<file path="src/shared/trace_gate_defines.svh">
// register offsets, field positions and reset values of the trace access gate
// assumes a 32-bit apb slave with word-aligned registers
`ifndef TRACE_GATE_DEFINES_SVH
`define TRACE_GATE_DEFINES_SVH

// ==========================================================
// register byte offsets
`define TG_OFS_CTRL            12'h000
`define TG_OFS_STATUS          12'h004
`define TG_OFS_ERRCNT          12'h008
`define TG_OFS_TRACE_STATUS    12'h00C
`define TG_ADDR_W              12

// ==========================================================
// control register fields
`define TG_CTRL_SPLIT          0
`define TG_CTRL_PD             1
`define TG_CTRL_SR_LOCK        2
`define TG_CTRL_WR_LOCK        3
`define TG_CTRL_W              4
`define TG_CTRL_RST            4'h0

// ==========================================================
// status register fields
`define TG_ST_INPUTS_LSB       0
`define TG_ST_INPUTS_W         6
`define TG_ST_STATE_LSB        8
`define TG_ST_CODE_LSB         12
`define TG_TS_SR_READY         1

// ==========================================================
// counter width
`define TG_ERRCNT_W            16
`define TG_ERRCNT_RST          16'h0000

`endif

</file>
<file path="src/shared/trace_gate_pkg.sv">
// types shared by the trace access gate and its bench
// assumes trace_gate_defines.svh is included where offsets are needed
`default_nettype none

package trace_gate_pkg;

  // ==========================================================
  // requesting path
  typedef enum logic [1:0] {
    path_debugger,
    path_memmap,
    path_coproc
  } path_t;

  // ==========================================================
  // register groups
  typedef enum logic [3:0] {
    grp_trace,
    grp_lock_status,
    grp_lock_access,
    grp_powerdown_status,
    grp_sr_lock_status,
    grp_sr_lock_access,
    grp_save_restore,
    grp_devid_auth,
    grp_itctrl,
    grp_other_mgmt,
    grp_res_trace,
    grp_res_mgmt
  } group_t;

  // ==========================================================
  // access outcome
  typedef enum logic [2:0] {
    out_ok,
    out_error,
    out_not_possible,
    out_write_ignored,
    out_unpredictable,
    out_unknown_sbzp
  } outcome_t;

  // ==========================================================
  // classified state
  typedef enum logic [2:0] {
    st_default,
    st_no_power,
    st_no_core,
    st_non_priv,
    st_sr_lock
  } state_t;

endpackage : trace_gate_pkg

`default_nettype wire

</file>
<file path="src/trace_reg_access_gate.sv">
// access gate deciding the outcome of every trace register access
// assumes requests come from logic on sys_clk; power and privilege levels are pins
// Functional notes
// - single power: off, or debug disabled on the memory-mapped path, is unpowered
// - single power: coprocessor non-privileged needs power, user, disable
// - no special state: per-group default outcome
// - unpowered debugger accesses always error
// - unpowered memory-mapped accesses always error
// - write lock ignores memory-mapped writes to trace, save-restore lock access, itctrl and other management groups
// - power-down bit ignores trace writes except control, outside save-restore lock state
// - coprocessor: unpowered impossible in single power, core off impossible in split, non-privileged error
// - split: debug off blocks debugger and memory-mapped, debug disabled blocks memory-mapped
// - split: core off is no-core; debug-off outranks it
// - save-restore lock needs both powered, flag set
// - split non-privileged needs power, outranks lock
// - no debug power: debugger accesses error
`default_nettype none
`include "trace_gate_defines.svh"

module trace_reg_access_gate (
  // clock and reset
  input  wire logic                        sys_clk,
  input  wire logic                        rstn,
  // apb slave
  input  wire logic                        psel,
  input  wire logic                        penable,
  input  wire logic                        pwrite,
  input  wire logic [31:0]                 paddr,
  input  wire logic [31:0]                 pwdata,
  output logic      [31:0]                 prdata,
  output logic                             pready,
  output logic                             pslverr,
  // power and privilege pins
  input  wire logic                        trace_pwr_up,
  input  wire logic                        core_pwr_up,
  input  wire logic                        software_debug_enable,
  input  wire logic                        cpu_non_priv,
  input  wire logic                        coprocessor_access_ctrl_dis,
  input  wire logic                        nonsecure_access_ctrl_dis,
  input  wire logic                        hyp_coprocessor_trap_dis,
  // access request
  input  wire logic                        req_valid,
  input  wire logic [1:0]                  req_path,
  input  wire logic [3:0]                  req_group,
  input  wire logic                        req_write,
  input  wire logic                        req_main_ctrl,
  // access answer
  output logic                             resp_valid,
  output logic      [2:0]                  resp_outcome,
  output logic      [2:0]                  resp_state,
  output logic                             resp_commit,
  output logic                             resp_ctrl_bits_only
);

  // ==========================================================
  // pin synchronisers
  localparam int NPIN = 7;
  logic [NPIN-1:0] pin_raw;
  logic [NPIN-1:0] pin_meta_q;
  logic [NPIN-1:0] pin_q;

  assign pin_raw = {hyp_coprocessor_trap_dis, nonsecure_access_ctrl_dis, coprocessor_access_ctrl_dis,
                    cpu_non_priv, software_debug_enable, core_pwr_up, trace_pwr_up};

  // cleared in reset, so the gate starts out classifying every access as unpowered
  genvar gi;
  generate
    for (gi = 0; gi < NPIN; gi++) begin : g_sync
      always_ff @(posedge sys_clk or negedge rstn) begin
        if (!rstn) begin
          pin_meta_q[gi] <= 1'b0;
          pin_q[gi]      <= 1'b0;
        end else begin
          pin_meta_q[gi] <= pin_raw[gi];
          pin_q[gi]      <= pin_meta_q[gi];
        end
      end
    end
  endgenerate

  logic pwr_s, core_s, swen_s, nonpriv_s, cp_dis_s;
  assign pwr_s     = pin_q[0];
  assign core_s    = pin_q[1];
  assign swen_s    = pin_q[2];
  assign nonpriv_s = pin_q[3];
  assign cp_dis_s  = |pin_q[6:4];

  // ==========================================================
  // control register state
  logic [`TG_CTRL_W-1:0]   ctrl_q;
  logic [`TG_ERRCNT_W-1:0] errcnt_q;
  logic                    split_mode, power_down_ctrl_bit, save_restore_lock, mm_write_lock;

  assign split_mode          = ctrl_q[`TG_CTRL_SPLIT];
  assign power_down_ctrl_bit = ctrl_q[`TG_CTRL_PD];
  assign save_restore_lock   = ctrl_q[`TG_CTRL_SR_LOCK];
  assign mm_write_lock       = ctrl_q[`TG_CTRL_WR_LOCK];

  // ==========================================================
  // state classification
  trace_gate_pkg::path_t  path;
  trace_gate_pkg::group_t grp;
  trace_gate_pkg::state_t state_d;
  logic                   is_cp, is_mm, no_dbg_pwr, non_priv_cond;

  // path code 3 is not defined and falls through as a debugger access
  assign path  = trace_gate_pkg::path_t'(req_path);
  assign grp   = trace_gate_pkg::group_t'(req_group);
  assign is_cp = (path == trace_gate_pkg::path_coproc);
  assign is_mm = (path == trace_gate_pkg::path_memmap);

  // memory-mapped path is also shut out by debug disable
  assign no_dbg_pwr    = !pwr_s || (is_mm && !swen_s);
  assign non_priv_cond = is_cp && nonpriv_s && cp_dis_s;

  always_comb begin
    state_d = trace_gate_pkg::st_default;
    if (!split_mode) begin
      if (no_dbg_pwr)
        state_d = trace_gate_pkg::st_no_power;
      else if (non_priv_cond)
        state_d = trace_gate_pkg::st_non_priv;
    end else begin
      // coprocessor path ignores debug power: its default column covers that case
      if (!is_cp && no_dbg_pwr)
        state_d = trace_gate_pkg::st_no_power;
      else if (!core_s)
        state_d = trace_gate_pkg::st_no_core;
      else if (non_priv_cond && pwr_s)
        state_d = trace_gate_pkg::st_non_priv;
      else if (pwr_s && core_s && save_restore_lock)
        state_d = trace_gate_pkg::st_sr_lock;
    end
  end

  // ==========================================================
  // outcome tables
  trace_gate_pkg::outcome_t outcome_d;
  logic                     commit_d, ctrl_only_d, pd_blocks;

  // save-restore lock state keeps trace registers writable whatever the power-down bit says
  assign pd_blocks = power_down_ctrl_bit && (state_d != trace_gate_pkg::st_sr_lock);

  always_comb begin
    outcome_d = trace_gate_pkg::out_ok;
    case (state_d)
      trace_gate_pkg::st_no_power: begin
        // coprocessor requests cannot reach an unpowered unit at all
        if (is_cp)
          outcome_d = trace_gate_pkg::out_not_possible;
        else
          outcome_d = trace_gate_pkg::out_error;
      end
      trace_gate_pkg::st_no_core: begin
        if (is_cp)
          outcome_d = trace_gate_pkg::out_not_possible;
        else if (grp == trace_gate_pkg::grp_trace)
          outcome_d = trace_gate_pkg::out_error;
        else if (grp == trace_gate_pkg::grp_res_trace || grp == trace_gate_pkg::grp_res_mgmt)
          outcome_d = trace_gate_pkg::out_unknown_sbzp;
      end
      trace_gate_pkg::st_non_priv: begin
        outcome_d = trace_gate_pkg::out_error;
      end
      default: begin
        case (path)
          trace_gate_pkg::path_coproc: begin
            case (grp)
              trace_gate_pkg::grp_trace,
              trace_gate_pkg::grp_sr_lock_status,
              trace_gate_pkg::grp_sr_lock_access,
              trace_gate_pkg::grp_devid_auth:       outcome_d = trace_gate_pkg::out_ok;
              trace_gate_pkg::grp_res_trace:        outcome_d = trace_gate_pkg::out_unknown_sbzp;
              default:                              outcome_d = trace_gate_pkg::out_unpredictable;
            endcase
          end
          trace_gate_pkg::path_memmap: begin
            case (grp)
              trace_gate_pkg::grp_save_restore:     outcome_d = trace_gate_pkg::out_unpredictable;
              trace_gate_pkg::grp_res_trace,
              trace_gate_pkg::grp_res_mgmt:         outcome_d = trace_gate_pkg::out_unknown_sbzp;
              trace_gate_pkg::grp_trace,
              trace_gate_pkg::grp_sr_lock_access,
              trace_gate_pkg::grp_itctrl,
              trace_gate_pkg::grp_other_mgmt: begin
                if (mm_write_lock && req_write)
                  outcome_d = trace_gate_pkg::out_write_ignored;
              end
              default:                              outcome_d = trace_gate_pkg::out_ok;
            endcase
          end
          default: begin
            case (grp)
              trace_gate_pkg::grp_lock_access:      outcome_d = trace_gate_pkg::out_unpredictable;
              trace_gate_pkg::grp_save_restore:     outcome_d = trace_gate_pkg::out_unpredictable;
              trace_gate_pkg::grp_res_trace,
              trace_gate_pkg::grp_res_mgmt:         outcome_d = trace_gate_pkg::out_unknown_sbzp;
              default:                              outcome_d = trace_gate_pkg::out_ok;
            endcase
          end
        endcase
        if (outcome_d == trace_gate_pkg::out_ok && req_write && grp == trace_gate_pkg::grp_trace
            && pd_blocks && !req_main_ctrl)
          outcome_d = trace_gate_pkg::out_write_ignored;
      end
    endcase
  end

  // only an ok write changes contents; error, impossible and ignored never do
  assign commit_d    = req_write && (outcome_d == trace_gate_pkg::out_ok);
  assign ctrl_only_d = commit_d && grp == trace_gate_pkg::grp_trace && pd_blocks && req_main_ctrl;

  // ==========================================================
  // answer register
  always_ff @(posedge sys_clk or negedge rstn) begin
    if (!rstn) begin
      resp_valid          <= 1'b0;
      resp_outcome        <= 3'h0;
      resp_state          <= 3'h0;
      resp_commit         <= 1'b0;
      resp_ctrl_bits_only <= 1'b0;
    end else begin
      // outcome fields hold between answers so the status register shows the last one
      resp_valid <= req_valid;
      if (req_valid) begin
        resp_outcome        <= outcome_d;
        resp_state          <= state_d;
        resp_commit         <= commit_d;
        resp_ctrl_bits_only <= ctrl_only_d;
      end
    end
  end

  // ==========================================================
  // error counter
  always_ff @(posedge sys_clk or negedge rstn) begin
    if (!rstn)
      errcnt_q <= `TG_ERRCNT_RST;
    // saturates rather than wraps, so a flood of refusals never reads as none
    else if (req_valid && outcome_d == trace_gate_pkg::out_error && ~&errcnt_q)
      errcnt_q <= errcnt_q + `TG_ERRCNT_W'(1);
  end

  // ==========================================================
  // apb slave, one wait state
  logic                 acc;
  logic                 mapped;
  logic [`TG_ADDR_W-1:0] ofs;
  logic [31:0]          rd_d;

  assign acc = psel && penable && !pready;
  assign ofs = paddr[`TG_ADDR_W-1:0];

  always_comb begin
    rd_d   = 32'h0000_0000;
    mapped = (paddr[31:`TG_ADDR_W] == '0) && (paddr[1:0] == 2'h0);
    case (ofs)
      `TG_OFS_CTRL:   rd_d[`TG_CTRL_W-1:0] = ctrl_q;
      `TG_OFS_STATUS: begin
        rd_d[`TG_ST_INPUTS_LSB +: `TG_ST_INPUTS_W] = {cp_dis_s, nonpriv_s, swen_s, core_s, pwr_s, resp_commit};
        rd_d[`TG_ST_STATE_LSB +: 3]                = resp_state;
        rd_d[`TG_ST_CODE_LSB +: 3]                 = resp_outcome;
      end
      `TG_OFS_ERRCNT: rd_d[`TG_ERRCNT_W-1:0] = errcnt_q;
      // ready to save once both domains are up and the lock holds the unit still
      `TG_OFS_TRACE_STATUS: rd_d[`TG_TS_SR_READY] = save_restore_lock && pwr_s && core_s;
      default:        mapped = 1'b0;
    endcase
  end

  always_ff @(posedge sys_clk or negedge rstn) begin
    if (!rstn) begin
      pready  <= 1'b0;
      pslverr <= 1'b0;
      prdata  <= 32'h0000_0000;
    end else begin
      pready  <= acc;
      pslverr <= acc && !mapped;
      // zero outside the ready cycle so a stale word never leaks to another master
      prdata  <= (acc && !pwrite && mapped) ? rd_d : 32'h0000_0000;
    end
  end

  // write lands on the completing edge only
  always_ff @(posedge sys_clk or negedge rstn) begin
    if (!rstn)
      ctrl_q <= `TG_CTRL_RST;
    else if (psel && penable && pready && pwrite && mapped && ofs == `TG_OFS_CTRL)
      ctrl_q <= pwdata[`TG_CTRL_W-1:0];
  end

endmodule : trace_reg_access_gate

`default_nettype wire

</file>
<file path="config.mk">
export PLATFORM = sky130hd
export DESIGN_NAME = trace_reg_access_gate
export DESIGN_NICKNAME = d
export VERILOG_FILES = /design/src/shared/trace_gate_pkg.sv /design/src/trace_reg_access_gate.sv
export VERILOG_INCLUDE_DIRS = /design/src /design/src/shared
export SDC_FILE = /design/constraint.sdc
export NUM_CORES = 1
export LEC_CHECK = 0
export BUFFER_PORTS_ARGS = -buffer_cell sky130_fd_sc_hd__buf_2
export CORE_AREA = 2 2 70 105
export CTS_CLUSTER_SIZE = 24
export DETAILED_ROUTE_END_ITERATION = 7
export DIE_AREA = 0 0 72 107
export PLACE_DENSITY = 0.74
export SKIP_CTS_REPAIR_TIMING = 1
export SLEW_MARGIN = 10
export SYNTH_ARGS = -nofsm -noshare
export SYNTH_HDL_FRONTEND = slang
export SYNTH_SLANG_ARGS = --single-unit
export TNS_END_PERCENT = 1
</file>
<file path="constraint.sdc">
create_clock -name sys_clk -period 2.6 [get_ports sys_clk]
set_input_delay 0.26 -clock sys_clk [delete_from_list [all_inputs] [get_ports sys_clk]]
set_output_delay 0.26 -clock sys_clk [all_outputs]
set_load 0.1 [all_outputs]
</file>
# Word-level counts from Yosys, hierarchy flattened
# Index checks and enable logic that the tools add are counted.
[word_totals]
register_bits = 61
out_inout_bits = 43
[op_classes]
muxes = 30
eq_ne = 19
reduce_logical = 55
addsub = 1
[op_table]
columns = ["op", "count"]
rows = [
  ["3-bit two-way mux", 11],
  ["1-bit logical AND", 31],
  ["3-bit case mux with 2 select lines", 5],
  ["12-bit by 4-bit equality test with 1-bit output, second input constant", 2],
  ["20-bit zero test", 1],
  ["3-bit case mux with 3 select lines", 2],
  ["16-bit by 1-bit adder with 16-bit output, second input constant", 1],
  ["4-bit by 3-bit equality test with 1-bit output, second input constant", 4],
  ["4-bit equality test, second input constant", 4],
  ["16-bit two-way mux", 1],
  ["16-bit AND reduction", 1],
  ["12-bit by 3-bit equality test with 1-bit output, second input constant", 1],
  ["12-bit zero test", 1],
  ["4-bit OR reduction", 3],
  ["1-bit zero test", 8],
  ["2-bit two-way mux", 4],
  ["3-bit by 1-bit equality test with 1-bit output, second input constant", 2],
  ["3-bit by 2-bit equality test with 1-bit output, second input constant", 2],
  ["3-bit zero test", 2],
  ["2-bit case mux with 3 select lines", 1],
  ["3-bit OR reduction", 2],
  ["4-bit by 2-bit equality test with 1-bit output, second input constant", 1],
  ["4-bit zero test", 1],
  ["1-bit case mux with 4 select lines", 1],
  ["9 further kinds", 13],
]

# Depth between registers and ports, before layout
# Gate-level depths: netlist of the first run.
[logic_depth]
ltp_word = 23
mapped_depth = 10

# Worst setup path after synthesis of the first run
# No wires, ideal clock.
[synth_timing]
kind = "reg2reg"
startpoint = "register pin_q[5]"
endpoint = "register errcnt_q[12]"
t_arrival_ns = 2.189
path_slack_ns = 0.284
t_required_ns = 2.472
setup_time_ns = 0.128
path_buffers = 0
path_stages_with_launch = 8
cell_sequence = "dfrtp_1 -> o311a_4 -> a2111o_1 -> and3_4 -> o22ai_4 -> nand2_1 -> nor4b_2 -> mux2_1"
[synth_between]
elab_chain_cells = 16
word_cells_on_any_way = 21
cone_classes = "eq/ne (5); mux (8); reduce/logical (8)"
[synth_rtl]
columns = ["element", "line_no", "rtl"]
rows = [
  ["start: declaration", "trace_reg_access_gate.sv:60", "logic [NPIN-1:0] pin_q;"],
  ["start signal: indexed assignment", "trace_reg_access_gate.sv:75", "pin_q[gi] <= pin_meta_q[gi];"],
  ["3-bit OR reduction (*)", "trace_reg_access_gate.sv:86", "assign cp_dis_s = |pin_q[6:4];"],
  ["1-bit logical AND (*)", "trace_reg_access_gate.sv:114", "assign non_priv_cond = is_cp && nonpriv_s && cp_dis_s;"],
  ["1-bit logical AND", "trace_reg_access_gate.sv:129", "else if (non_priv_cond && pwr_s)"],
  ["3-bit two-way mux", "trace_reg_access_gate.sv:129", ""],
  ["3-bit two-way mux", "trace_reg_access_gate.sv:127", "else if (!core_s)"],
  ["3-bit two-way mux", "trace_reg_access_gate.sv:125", "if (!is_cp && no_dbg_pwr)"],
  ["3-bit two-way mux (*)", "trace_reg_access_gate.sv:118", "if (!split_mode) begin"],
  ["3-bit != test", "trace_reg_access_gate.sv:142", "assign pd_blocks = power_down_ctrl_bit && (state_d != trace_gate_pkg::st_sr_lock);"],
  ["1-bit logical AND", "trace_reg_access_gate.sv:142", ""],
  ["1-bit logical AND (2 in series)", "trace_reg_access_gate.sv:203", "&& pd_blocks && !req_main_ctrl)"],
  ["3-bit two-way mux", "trace_reg_access_gate.sv:202", "if (outcome_d == trace_gate_pkg::out_ok && req_write && grp == trace_gate_pkg::grp_trace"],
  ["3-bit case mux with 3 select lines (*)", "trace_reg_access_gate.sv:146", "case (state_d)"],
  ["3-bit by 1-bit equality test with 1-bit output (*)", "trace_reg_access_gate.sv:240", "else if (req_valid && outcome_d == trace_gate_pkg::out_error && ~&errcnt_q)"],
  ["1-bit logical AND (*) (2 in series)", "trace_reg_access_gate.sv:240", ""],
  ["end signal: assignment", "trace_reg_access_gate.sv:238", "errcnt_q <= `TG_ERRCNT_RST;"],
  ["end signal: assignment", "trace_reg_access_gate.sv:241", "errcnt_q <= errcnt_q + `TG_ERRCNT_W'(1);"],
  ["end: declaration", "trace_reg_access_gate.sv:91", "logic [`TG_ERRCNT_W-1:0] errcnt_q;"],
]
# Mark *: on every way between the ends. The rest lies on a longest branch, timed or not.
# A chain may end at the register's enable or synchronous reset.

# Worst setup path after layout of the first run
[layout_timing]
startpoint = "register pin_q[5]"
endpoint = "register errcnt_q[9]"
# Same word-level chain as after synthesis.

==> metrics.txt, run 1 <==
DRC violations left=0; maximum cell stage delay along the critical path=0.46 ns; Worst VDD drop=0.411 mV; number of antenna violations at the first check in global routing=0; ratio of cells with drive above 1 in the final layout=0.314; clock insertion delay at the later pin of the skew report=0.34 ns; number of cell instances on the worst register-to-register path=7; Netlist cell types=53; data required time of the worst path=2.80 ns; DR iter-0 viols=128; buffer type at the clock tree root=sky130_fd_sc_hd__clkbuf_8; nature of the critical path endpoint=flop; top cells by count, synth=sky130_fd_sc_hd__dfrtp_1, sky130_fd_sc_hd__nor2_1, sky130_fd_sc_hd__nand2_1; core footprint=0.00681 sq mm; number of fillers in the final layout=616; Worst R2R End=errcnt_q[9]$_DFFE_PN0P_; post-route cell area=0.00366 sq mm; Max stage delay cell, worst path=sky130_fd_sc_hd__a2111o_1; post-synthesis instance area=0.00296 sq mm; final critical delay including setup and external delays=2.50 ns; Setup TNS Final=0 ns; Worst Hold Depth=1; EDFF count, synth=0; PnR worst setup slack=0.0971 ns; dominant cell by count in the synthesized netlist=sky130_fd_sc_hd__dfrtp_1; relative area change from synthesis to final layout=23.4%; cell taking the most area after synthesis=sky130_fd_sc_hd__dfrtp_1; maximum number of buffers from clock root to sink=2; sink of the worst hold path=pin_meta_q[5]$_DFF_PN0_; total congestion overflow=0; clock slew at the register clock pins of the worst setup and hold paths=0.06 ns; TritonCTS clock tree=done; H-tree lvl count=3; Synth warnings=0; placed cell areas=0.00346 sq mm; top-level port count=128; final layout net count=469; average footprint of a synthesized cell=10.5 sq um; vias in the first global route=2309; share of the synthesized area in the top cell type=0.515; routed vias=2393; Num CTS Buffers=9; number of port buffers=83; result of the run=completed; number of antenna cells inserted=0; Worst R2R Start=pin_q[5]$_DFF_PN0_; Post-DRT Antenna Nets=0; critical path cell sequence=o311a_4, a2111o_1, and3_4, o22ai_4, nand4_4, nor4_1, xor2_1; headroom to the max-slew limit=0.503; Top FF cell, synth=sky130_fd_sc_hd__dfrtp_1; Hold Path Origin=nonsecure_access_ctrl_dis; area used by multi-input combinational logic=0.00130 sq mm; Power Dens Cells=666 mW/mm^2; total of max-cap violations=0; fraction of the yosys area taken by sequential cells=0.515; number of synthesized register bits=61; post-placement cell count=448; fmax=400 MHz; Via-to-Cell Ratio=5.17; Detailed Place HPWL=5180 um; number of core rows=37; path category of the worst min-delay check=in -> reg; Final Slew Violations=0; unrepaired setup endpoints after global routing=no; maximum number of pins on one net before global-route repair=62; critical path arrival=2.70 ns; die outline area=0.00770 sq mm; Layout Cells excl Fill=463; most area-consuming cells after synthesis=sky130_fd_sc_hd__dfrtp_1, sky130_fd_sc_hd__buf_4, sky130_fd_sc_hd__nor2_1, sky130_fd_sc_hd__xor2_1, sky130_fd_sc_hd__nor4_1; synthesized instance count=283; Routed Wire Length=6730 um; LEAKAGE=1.80 nW; setup violators final=0; share of flip-flops with an asynchronous set or reset after synthesis=1.00; aggregate global-route resource usage=0.186; maximum fanout along the worst path=9; class of the most critical setup path=reg -> reg; startpoint type of the worst setup path=flop; Die Height=107 um; Storage cell area=0.00153 sq mm; clk_skew=0.00687 ns; CTS sink count=61; post-route fraction of the period consumed by the critical path=0.963; iteration count of the initial detailed-routing pass=4; pre-CTS setup slack=-0.00198 ns; slack of the worst reg-to-reg path=0.1 ns; Die W=72 um; routed len/inst=14.5 um; routability cong.=0.904; Initial Util=0.435; first-pass GRT wire length=10900 um; transition time at the pin with the least slew margin=0.745 ns; final hold violation count=0; total power of the final layout=2.44 mW
-- sequential cells by signal, summed over array words and instances (netlist names), 3 cells and up --
signal and flops:
pin_meta_q 7, resp_outcome 3, errcnt_q 16, ctrl_q 4, resp_state 3, pin_q 3, prdata 16
-- area by class of cell --
cell class                 instances  share of cell area
inverter                          11              0.0113
clock inverter                     1             0.00821
sequential                        61               0.418
timing repair buffer              94               0.136
multi-input combinational        204               0.356
tap                               78              0.0267
clock buffer                      14              0.0445
-- placed cells by master, fill, tap and decap left out, drive strengths merged, types with 6 or more instances in the layout --
cell type  instances
buf               94
dfrtp             61
nor2              24
nand2             19
conb              16
clkbuf            14
nor4              13
a21oi             13
nand3             12
inv               11
o21ai             11
xor2              10
a22oi              7
nand2b             7
and2               6
nand4              6
-- routing by layer --
metal / track usage / wire length (um) / up-vias
met5: 0 / 0 / -
met2: 0.324 / 3580 / 68
met1: 0.206 / 2670 / 1135
li1: - / - / 1174
met3: 0.0489 / 272 / 16
met4: 0.0903 / 202 / 0
-- report_power, final --
group | switching, mW | internal [mW]
clock network | 0.346 | 0.491
logic | 0.352 | 0.136
registers | 0.0897 | 1.02
total | 0.788 | 1.65
-- worst max-delay path by stage --
stage | slack (ns) | startpoint | end | depth (start not counted)
finish | 0.1 | pin_q[5]$_DFF_PN0_ | errcnt_q[9]$_DFFE_PN0P_ | 7
floorplan | 0.28 | pin_q[5]$_DFF_PN0_ | errcnt_q[12]$_DFFE_PN0P_ | 7
detailed placement | -0.002 | req_path[1] | errcnt_q[9]$_DFFE_PN0P_ | 11
global route | 0.02 | pin_q[5]$_DFF_PN0_ | errcnt_q[12]$_DFFE_PN0P_ | 7
global placement | 0.03 | req_path[1] | errcnt_q[9]$_DFFE_PN0P_ | 11
CTS | 0.09 | pin_q[5]$_DFF_PN0_ | errcnt_q[9]$_DFFE_PN0P_ | 7
-- critical path: cells and delay by family (launching register included) --
| kind | cells | cell delay [ns] |
|---|---|---|
| simple gates | 3 | 0.83 |
| xor+xnor | 1 | 0.12 |
| compound gates | 3 | 1.03 |
| flops | 1 | 0.39 |
-- per-stage QoR --
stage          hold WS, ns  utilization
6_report            0.0217        0.537
3_5_place_dp         0.335        0.509
5_1_grt            0.00886        0.537
3_3_place_gp         0.332        0.509
2_1_floorplan      -0.0356            -
4_1_cts            0.00362        0.537
-- logic make-up (layout without fill, tap and decap cells) --
family	Yosys count	after routing	share of synthesized area
and+or+nand+nor	112	112	0.214
DFF	61	61	0.515
AOI/OAI and AO/OA	52	52	0.125
buffers and inverters	33	120	0.0650
xor gates and xnor gates	15	15	0.0443
muxes	6	6	0.0224
adders and majority gates	3	3	0.0127
other	1	16	0.00127
Power figures use the tool's default switching activity.
==> run 2: changes to the inputs <==
==> constraint.sdc (replaced) <==
create_clock -name sys_clk -period 2.6 [get_ports sys_clk]
set_input_delay 0.13 -clock sys_clk [delete_from_list [all_inputs] [get_ports sys_clk]]
set_output_delay 0.13 -clock sys_clk [all_outputs]
set_load 0.1 [all_outputs]
==> run 2 against run 1 <==
  * The flow now finishes with violations (hold timing)
  * Combinational power rose by 1%
  * Die area did not move
  * Clock skew rose by 0.0015 ns
  * Critical endpoint is now errcnt_q[12]$_DFFE_PN0P_
  * Fmax rose by 2.6%
  * Cell count rose by 1.7%
  * Critical path type unchanged
  * Highest routed layer unchanged
==> metrics.txt, run 2 (synthesis results as in run 1) <==
DR iter-0 viols=172; number of antenna violations at the first check in global routing=0; critical path arrival=2.65 ns; number of fillers in the final layout=624; commonest cells after routing, fill and taps aside=sky130_fd_sc_hd__buf_2, sky130_fd_sc_hd__dfrtp_1, sky130_fd_sc_hd__nor2_1; relative area change from synthesis to final layout=26.3%; headroom to the max-slew limit=0.558; H-tree lvl count=3; Post-DRT Antenna Nets=0; Max stage delay cell, worst path=sky130_fd_sc_hd__a2111o_1; Initial Util=0.435; die outline area=0.00770 sq mm; class of the most critical setup path=reg -> reg; maximum fanout along the worst path=6; Num CTS Buffers=9; final layout net count=476; Worst VDD drop=0.439 mV; vias in the first global route=2326; LEAKAGE=1.83 nW; routed vias=2424; Die Height=107 um; data required time of the worst path=2.82 ns; Setup TNS Final=0 ns; number of antenna cells inserted=0; clock insertion delay at the later pin of the skew report=0.33 ns; setup violators final=0; Die W=72 um; first-pass GRT wire length=10900 um; leading cell type in the layout, fill and taps excluded=sky130_fd_sc_hd__buf_2; CTS sink count=61; iteration count of the initial detailed-routing pass=4; post-route fraction of the period consumed by the critical path=0.938; number of port buffers=83; aggregate global-route resource usage=0.187; total of max-cap violations=0; TritonCTS clock tree=done; number of core rows=37; routed len/inst=14.3 um; Via-to-Cell Ratio=5.15; post-placement cell count=447; failing checks=hold timing; DRC violations left=0; ratio of cells with drive above 1 in the final layout=0.310; path category of the worst min-delay check=in -> reg; core footprint=0.00681 sq mm; Power Dens Cells=646 mW/mm^2; critical path cell sequence=o311a_4, a2111o_1, and3_4, o22ai_4, nand2_1, nor4b_2, mux2_1; clk_skew=0.00835 ns; Largest regs=errcnt_q: 16 flops, prdata: 16 flops, pin_meta_q: 7 flops; maximum number of buffers from clock root to sink=2; final cell utilization of the core=0.550; Final Slew Violations=0; top-level port count=128; final critical delay including setup and external delays=2.44 ns; total congestion overflow=0; fmax=410 MHz; nature of the critical path endpoint=flop; buffer type at the clock tree root=sky130_fd_sc_hd__clkbuf_8; Layout Cells excl Fill=471; transition time at the pin with the least slew margin=0.664 ns; clock slew at the register clock pins of the worst setup and hold paths=0.07 ns; tightest hold margin=-0.00142 ns; Detailed Place HPWL=5280 um; maximum cell stage delay along the critical path=0.46 ns; startpoint type of the worst setup path=flop; maximum number of pins on one net before global-route repair=32; final hold violation count=1; unrepaired setup endpoints after global routing=no; routability cong.=0.942; Routed Wire Length=6730 um; result of the run=finished, violations left
[run 2: cell types whose count changed in the layout (fill, tap and decap cells not counted)]
cell	previous run	this run
sky130_fd_sc_hd__dlygate4sd3_1	0	8
sky130_fd_sc_hd__buf_4	11	9
sky130_fd_sc_hd__clkinv_2	0	2
sky130_fd_sc_hd__buf_12	0	1
sky130_fd_sc_hd__clkbuf_1	3	2
sky130_fd_sc_hd__clkbuf_8	11	10
sky130_fd_sc_hd__clkinvlp_4	0	1
[run 2: layer usage]
metal,up-vias,share of wire,track usage,wire length [um]
met2,74,0.54,0.320,3600
met5,-,0,0,0
li1,1194,-,-,-
met1,1140,0.39,0.213,2630
met4,0,0.035,0.105,235
met3,16,0.039,0.0395,265
[run 2: power by group]
group,total [mW],switching [mW],internal (mW),leakage [nW]
registers,1.11,0.0888,1.02,0.770
clock network,0.813,0.347,0.466,0.0964
logic,0.495,0.352,0.143,0.963
[run 2: layout make-up]
type,count,area [sq um],share of cell area
Clock buffer,12,145,0.0388
Clock inverter,4,47.5,0.0127
Inverter,11,41.3,0.0110
Multi-Input combinational cell,204,1300,0.347
Sequential cell,61,1530,0.408
Tap cell,78,97.6,0.0261
Timing Repair Buffer,101,583,0.156
[run 2: final timing paths]
path / start / end / slack (ns) / cells after the start
max reg2reg: pin_q[5]$_DFF_PN0_ / errcnt_q[12]$_DFFE_PN0P_ / 0.16 / 7
min reg2reg: pin_meta_q[0]$_DFF_PN0_ / pwr_s$_DFF_PN0_ / 0.35 / 0
max in group asynchronous: rstn / pin_meta_q[2]$_DFF_PN0_ / 1.48 / 3
max: pin_q[5]$_DFF_PN0_ / errcnt_q[12]$_DFFE_PN0P_ / 0.16 / 7
min: pwdata[2] / ctrl_q[2]$_DFFE_PN0P_ / -0.001 / 3
min in group asynchronous: rstn / prdata[6]$_DFF_PN0_ / 0.37 / 2
[run 2: worst max-delay path: cells and delay by family, from the launching register on]
kind            cells  cell delay [ns]
compound gates      3             1.02
simple gates        3             0.59
flops               1             0.38
mux                 1             0.34
[run 2: stage by stage]
stage	setup WS, ns	power [mW]	instance area (sq um)
6_report	0.162	2.42	3740
5_1_grt	0.0419	2.53	3740
4_1_cts	0.154	2.44	3660
3_5_place_dp	0.154	1.62	3470
3_3_place_gp	0.191	1.60	3470
2_1_floorplan	0.284	1.48	3020
==> run 3: changes to the inputs <==
- CORE_AREA: 2 2 70 105 -> 2 2 79 118
- DIE_AREA: 0 0 72 107 -> 0 0 81 120
- HOLD_SLACK_MARGIN: unset -> 0.1
- PLACE_DENSITY: 0.74 -> unset
==> run 3 against run 2 <==
  * The flow now finishes without violations
  * Combinational power is 2% higher
  * Cell count is 8.5% higher
  * Fmax is 0.75% lower
  * Via count is 2.5% higher
  * Total power is 25% higher
  * Critical endpoint unchanged
  * Largest power group is now the clock network
==> metrics.txt, run 3 (synthesis results as in run 1) <==
class of the most critical setup path=reg -> reg; Storage cell area=0.00153 sq mm; fmax=407 MHz; number of fillers in the final layout=870; setup violators final=0; routed len/inst=13.8 um; transition time at the pin with the least slew margin=0.507 ns; number of port buffers=83; Die Height=120 um; first-pass GRT wire length=11000 um; path category of the worst min-delay check=in -> reg; iteration count of the initial detailed-routing pass=4; Setup TNS Final=0 ns; Power Dens Cells=754 mW/mm^2; Via-to-Cell Ratio=4.86; TritonCTS clock tree=done; buffer type at the clock tree root=sky130_fd_sc_hd__clkbuf_16; maximum fanout along the worst path=6; total of max-cap violations=0; nature of the critical path endpoint=flop; maximum number of buffers from clock root to sink=2; clock slew at the register clock pins of the worst setup and hold paths=0.05 ns; Final Slew Violations=0; number of antenna violations at the first check in global routing=0; result of the run=completed; Die W=81 um; Routed Wire Length=7080 um; post-route fraction of the period consumed by the critical path=0.945; total congestion overflow=0; maximum cell stage delay along the critical path=0.45 ns; die outline area=0.00972 sq mm; CTS sink count=61; Clk pwr share=0.466; area used by multi-input combinational logic=0.00130 sq mm; Initial Util=0.340; Largest regs=errcnt_q: 16 flops, prdata: 16 flops, pin_meta_q: 7 flops; commonest cells after routing, fill and taps aside=sky130_fd_sc_hd__buf_2, sky130_fd_sc_hd__dfrtp_1, sky130_fd_sc_hd__nor2_1; sequential cell fraction of total power=0.368; clk_skew=0.00431 ns; routed vias=2485; routability cong.=0.854; LEAKAGE=1.94 nW; Worst R2R Start=pin_q[5]$_DFF_PN0_; final layout net count=484; relative area change from synthesis to final layout=35.6%; DRC violations left=0; final hold violation count=0; tightest hold margin=0.172 ns; slack of the worst reg-to-reg path=0.14 ns; number of core rows=42; H-tree lvl count=3; switching power total=844 uW; number of antenna cells inserted=0; maximum number of pins on one net before global-route repair=25; Worst R2R End=errcnt_q[12]$_DFFE_PN0P_; Worst Hold Depth=3; Hold Path Origin=req_main_ctrl; critical path arrival=2.67 ns; clock insertion delay at the later pin of the skew report=0.33 ns; top-level port count=128; Worst VDD drop=0.315 mV; vias in the first global route=2320; Num CTS Buffers=9; Detailed Place HPWL=5420 um; ratio of cells with drive above 1 in the final layout=0.307; final critical delay including setup and external delays=2.46 ns; Post-DRT Antenna Nets=0; aggregate global-route resource usage=0.151; startpoint type of the worst setup path=flop; part of the total power dissipated in combinational logic=0.166; critical path cell sequence=o311a_4, a2111o_1, and3_4, o22ai_4, nand2_1, nor4b_2, mux2_1; headroom to the max-slew limit=0.659; leading cell type in the layout, fill and taps excluded=sky130_fd_sc_hd__buf_2; core footprint=0.00872 sq mm; data required time of the worst path=2.81 ns; Max stage delay cell, worst path=sky130_fd_sc_hd__a2111o_1; DR iter-0 viols=116; number of cell instances on the worst register-to-register path=7; Net Sw Frac=0.279; unrepaired setup endpoints after global routing=no; cell-internal power=2.18 mW; sink of the worst hold path=resp_ctrl_bits_only$_DFFE_PN0P_
## run 3: worst max path at each step
| stage | start | endpoint | cells after the start | slack, ns |
|---|---|---|---|---|
| after floorplan | pin_q[5]$_DFF_PN0_ | errcnt_q[12]$_DFFE_PN0P_ | 7 | 0.28 |
| after global placement | pin_q[5]$_DFF_PN0_ | errcnt_q[12]$_DFFE_PN0P_ | 7 | 0.19 |
| after detailed placement | pin_q[5]$_DFF_PN0_ | errcnt_q[12]$_DFFE_PN0P_ | 7 | 0.14 |
| after CTS | pin_q[5]$_DFF_PN0_ | errcnt_q[12]$_DFFE_PN0P_ | 7 | 0.14 |
| after global routing | pin_q[5]$_DFF_PN0_ | errcnt_q[13]$_DFFE_PN0P_ | 7 | 0.07 |
| final | pin_q[5]$_DFF_PN0_ | errcnt_q[12]$_DFFE_PN0P_ | 7 | 0.14 |
## run 3: final cells by class
cell class                 count  area share
timing repair buffer         109       0.162
inverter                      11      0.0103
clock inverter                 3      0.0224
multi-input combinational    204       0.324
sequential                    61       0.380
clock buffer                  13      0.0673
tap                          110      0.0343
## run 3: per-stage QoR
stage | power (mW) | util | area [sq um] | cells | setup WS, ns
6_report | 3.03 | 0.460 | 4020 | 511 | 0.143
5_1_grt | 3.13 | 0.460 | 4020 | 511 | 0.0687
4_1_cts | 3.03 | 0.442 | 3860 | 495 | 0.141
3_5_place_dp | 1.61 | 0.401 | 3500 | 479 | 0.144
3_3_place_gp | 1.60 | 0.401 | 3500 | 479 | 0.189
2_1_floorplan | 1.48 | - | 3020 | 298 | 0.284
## run 3: worst max-delay path: cells and delay by family (launching register included)
family / cells / cell delay [ns]
and+or+nand+nor: 3 / 0.60
muxes: 1 / 0.34
AOI/OAI and AO/OA: 3 / 1.01
DFF: 1 / 0.38
## run 3: power by group through the flow
stage               combinational [mW]  sequential [mW]  clock, mW
global placement                 0.478             1.12          0
global route                     0.538             1.12       1.48
floorplan                        0.284             1.20          0
finish                           0.503             1.11       1.41
CTS                              0.487             1.11       1.43
detailed placement               0.484             1.13          0
## run 3: routing by layer
metal  share of wire  global-route usage
met4           0.030              0.0879
met2            0.55               0.264
met5               0                   0
met1            0.38               0.157
met3           0.041              0.0414
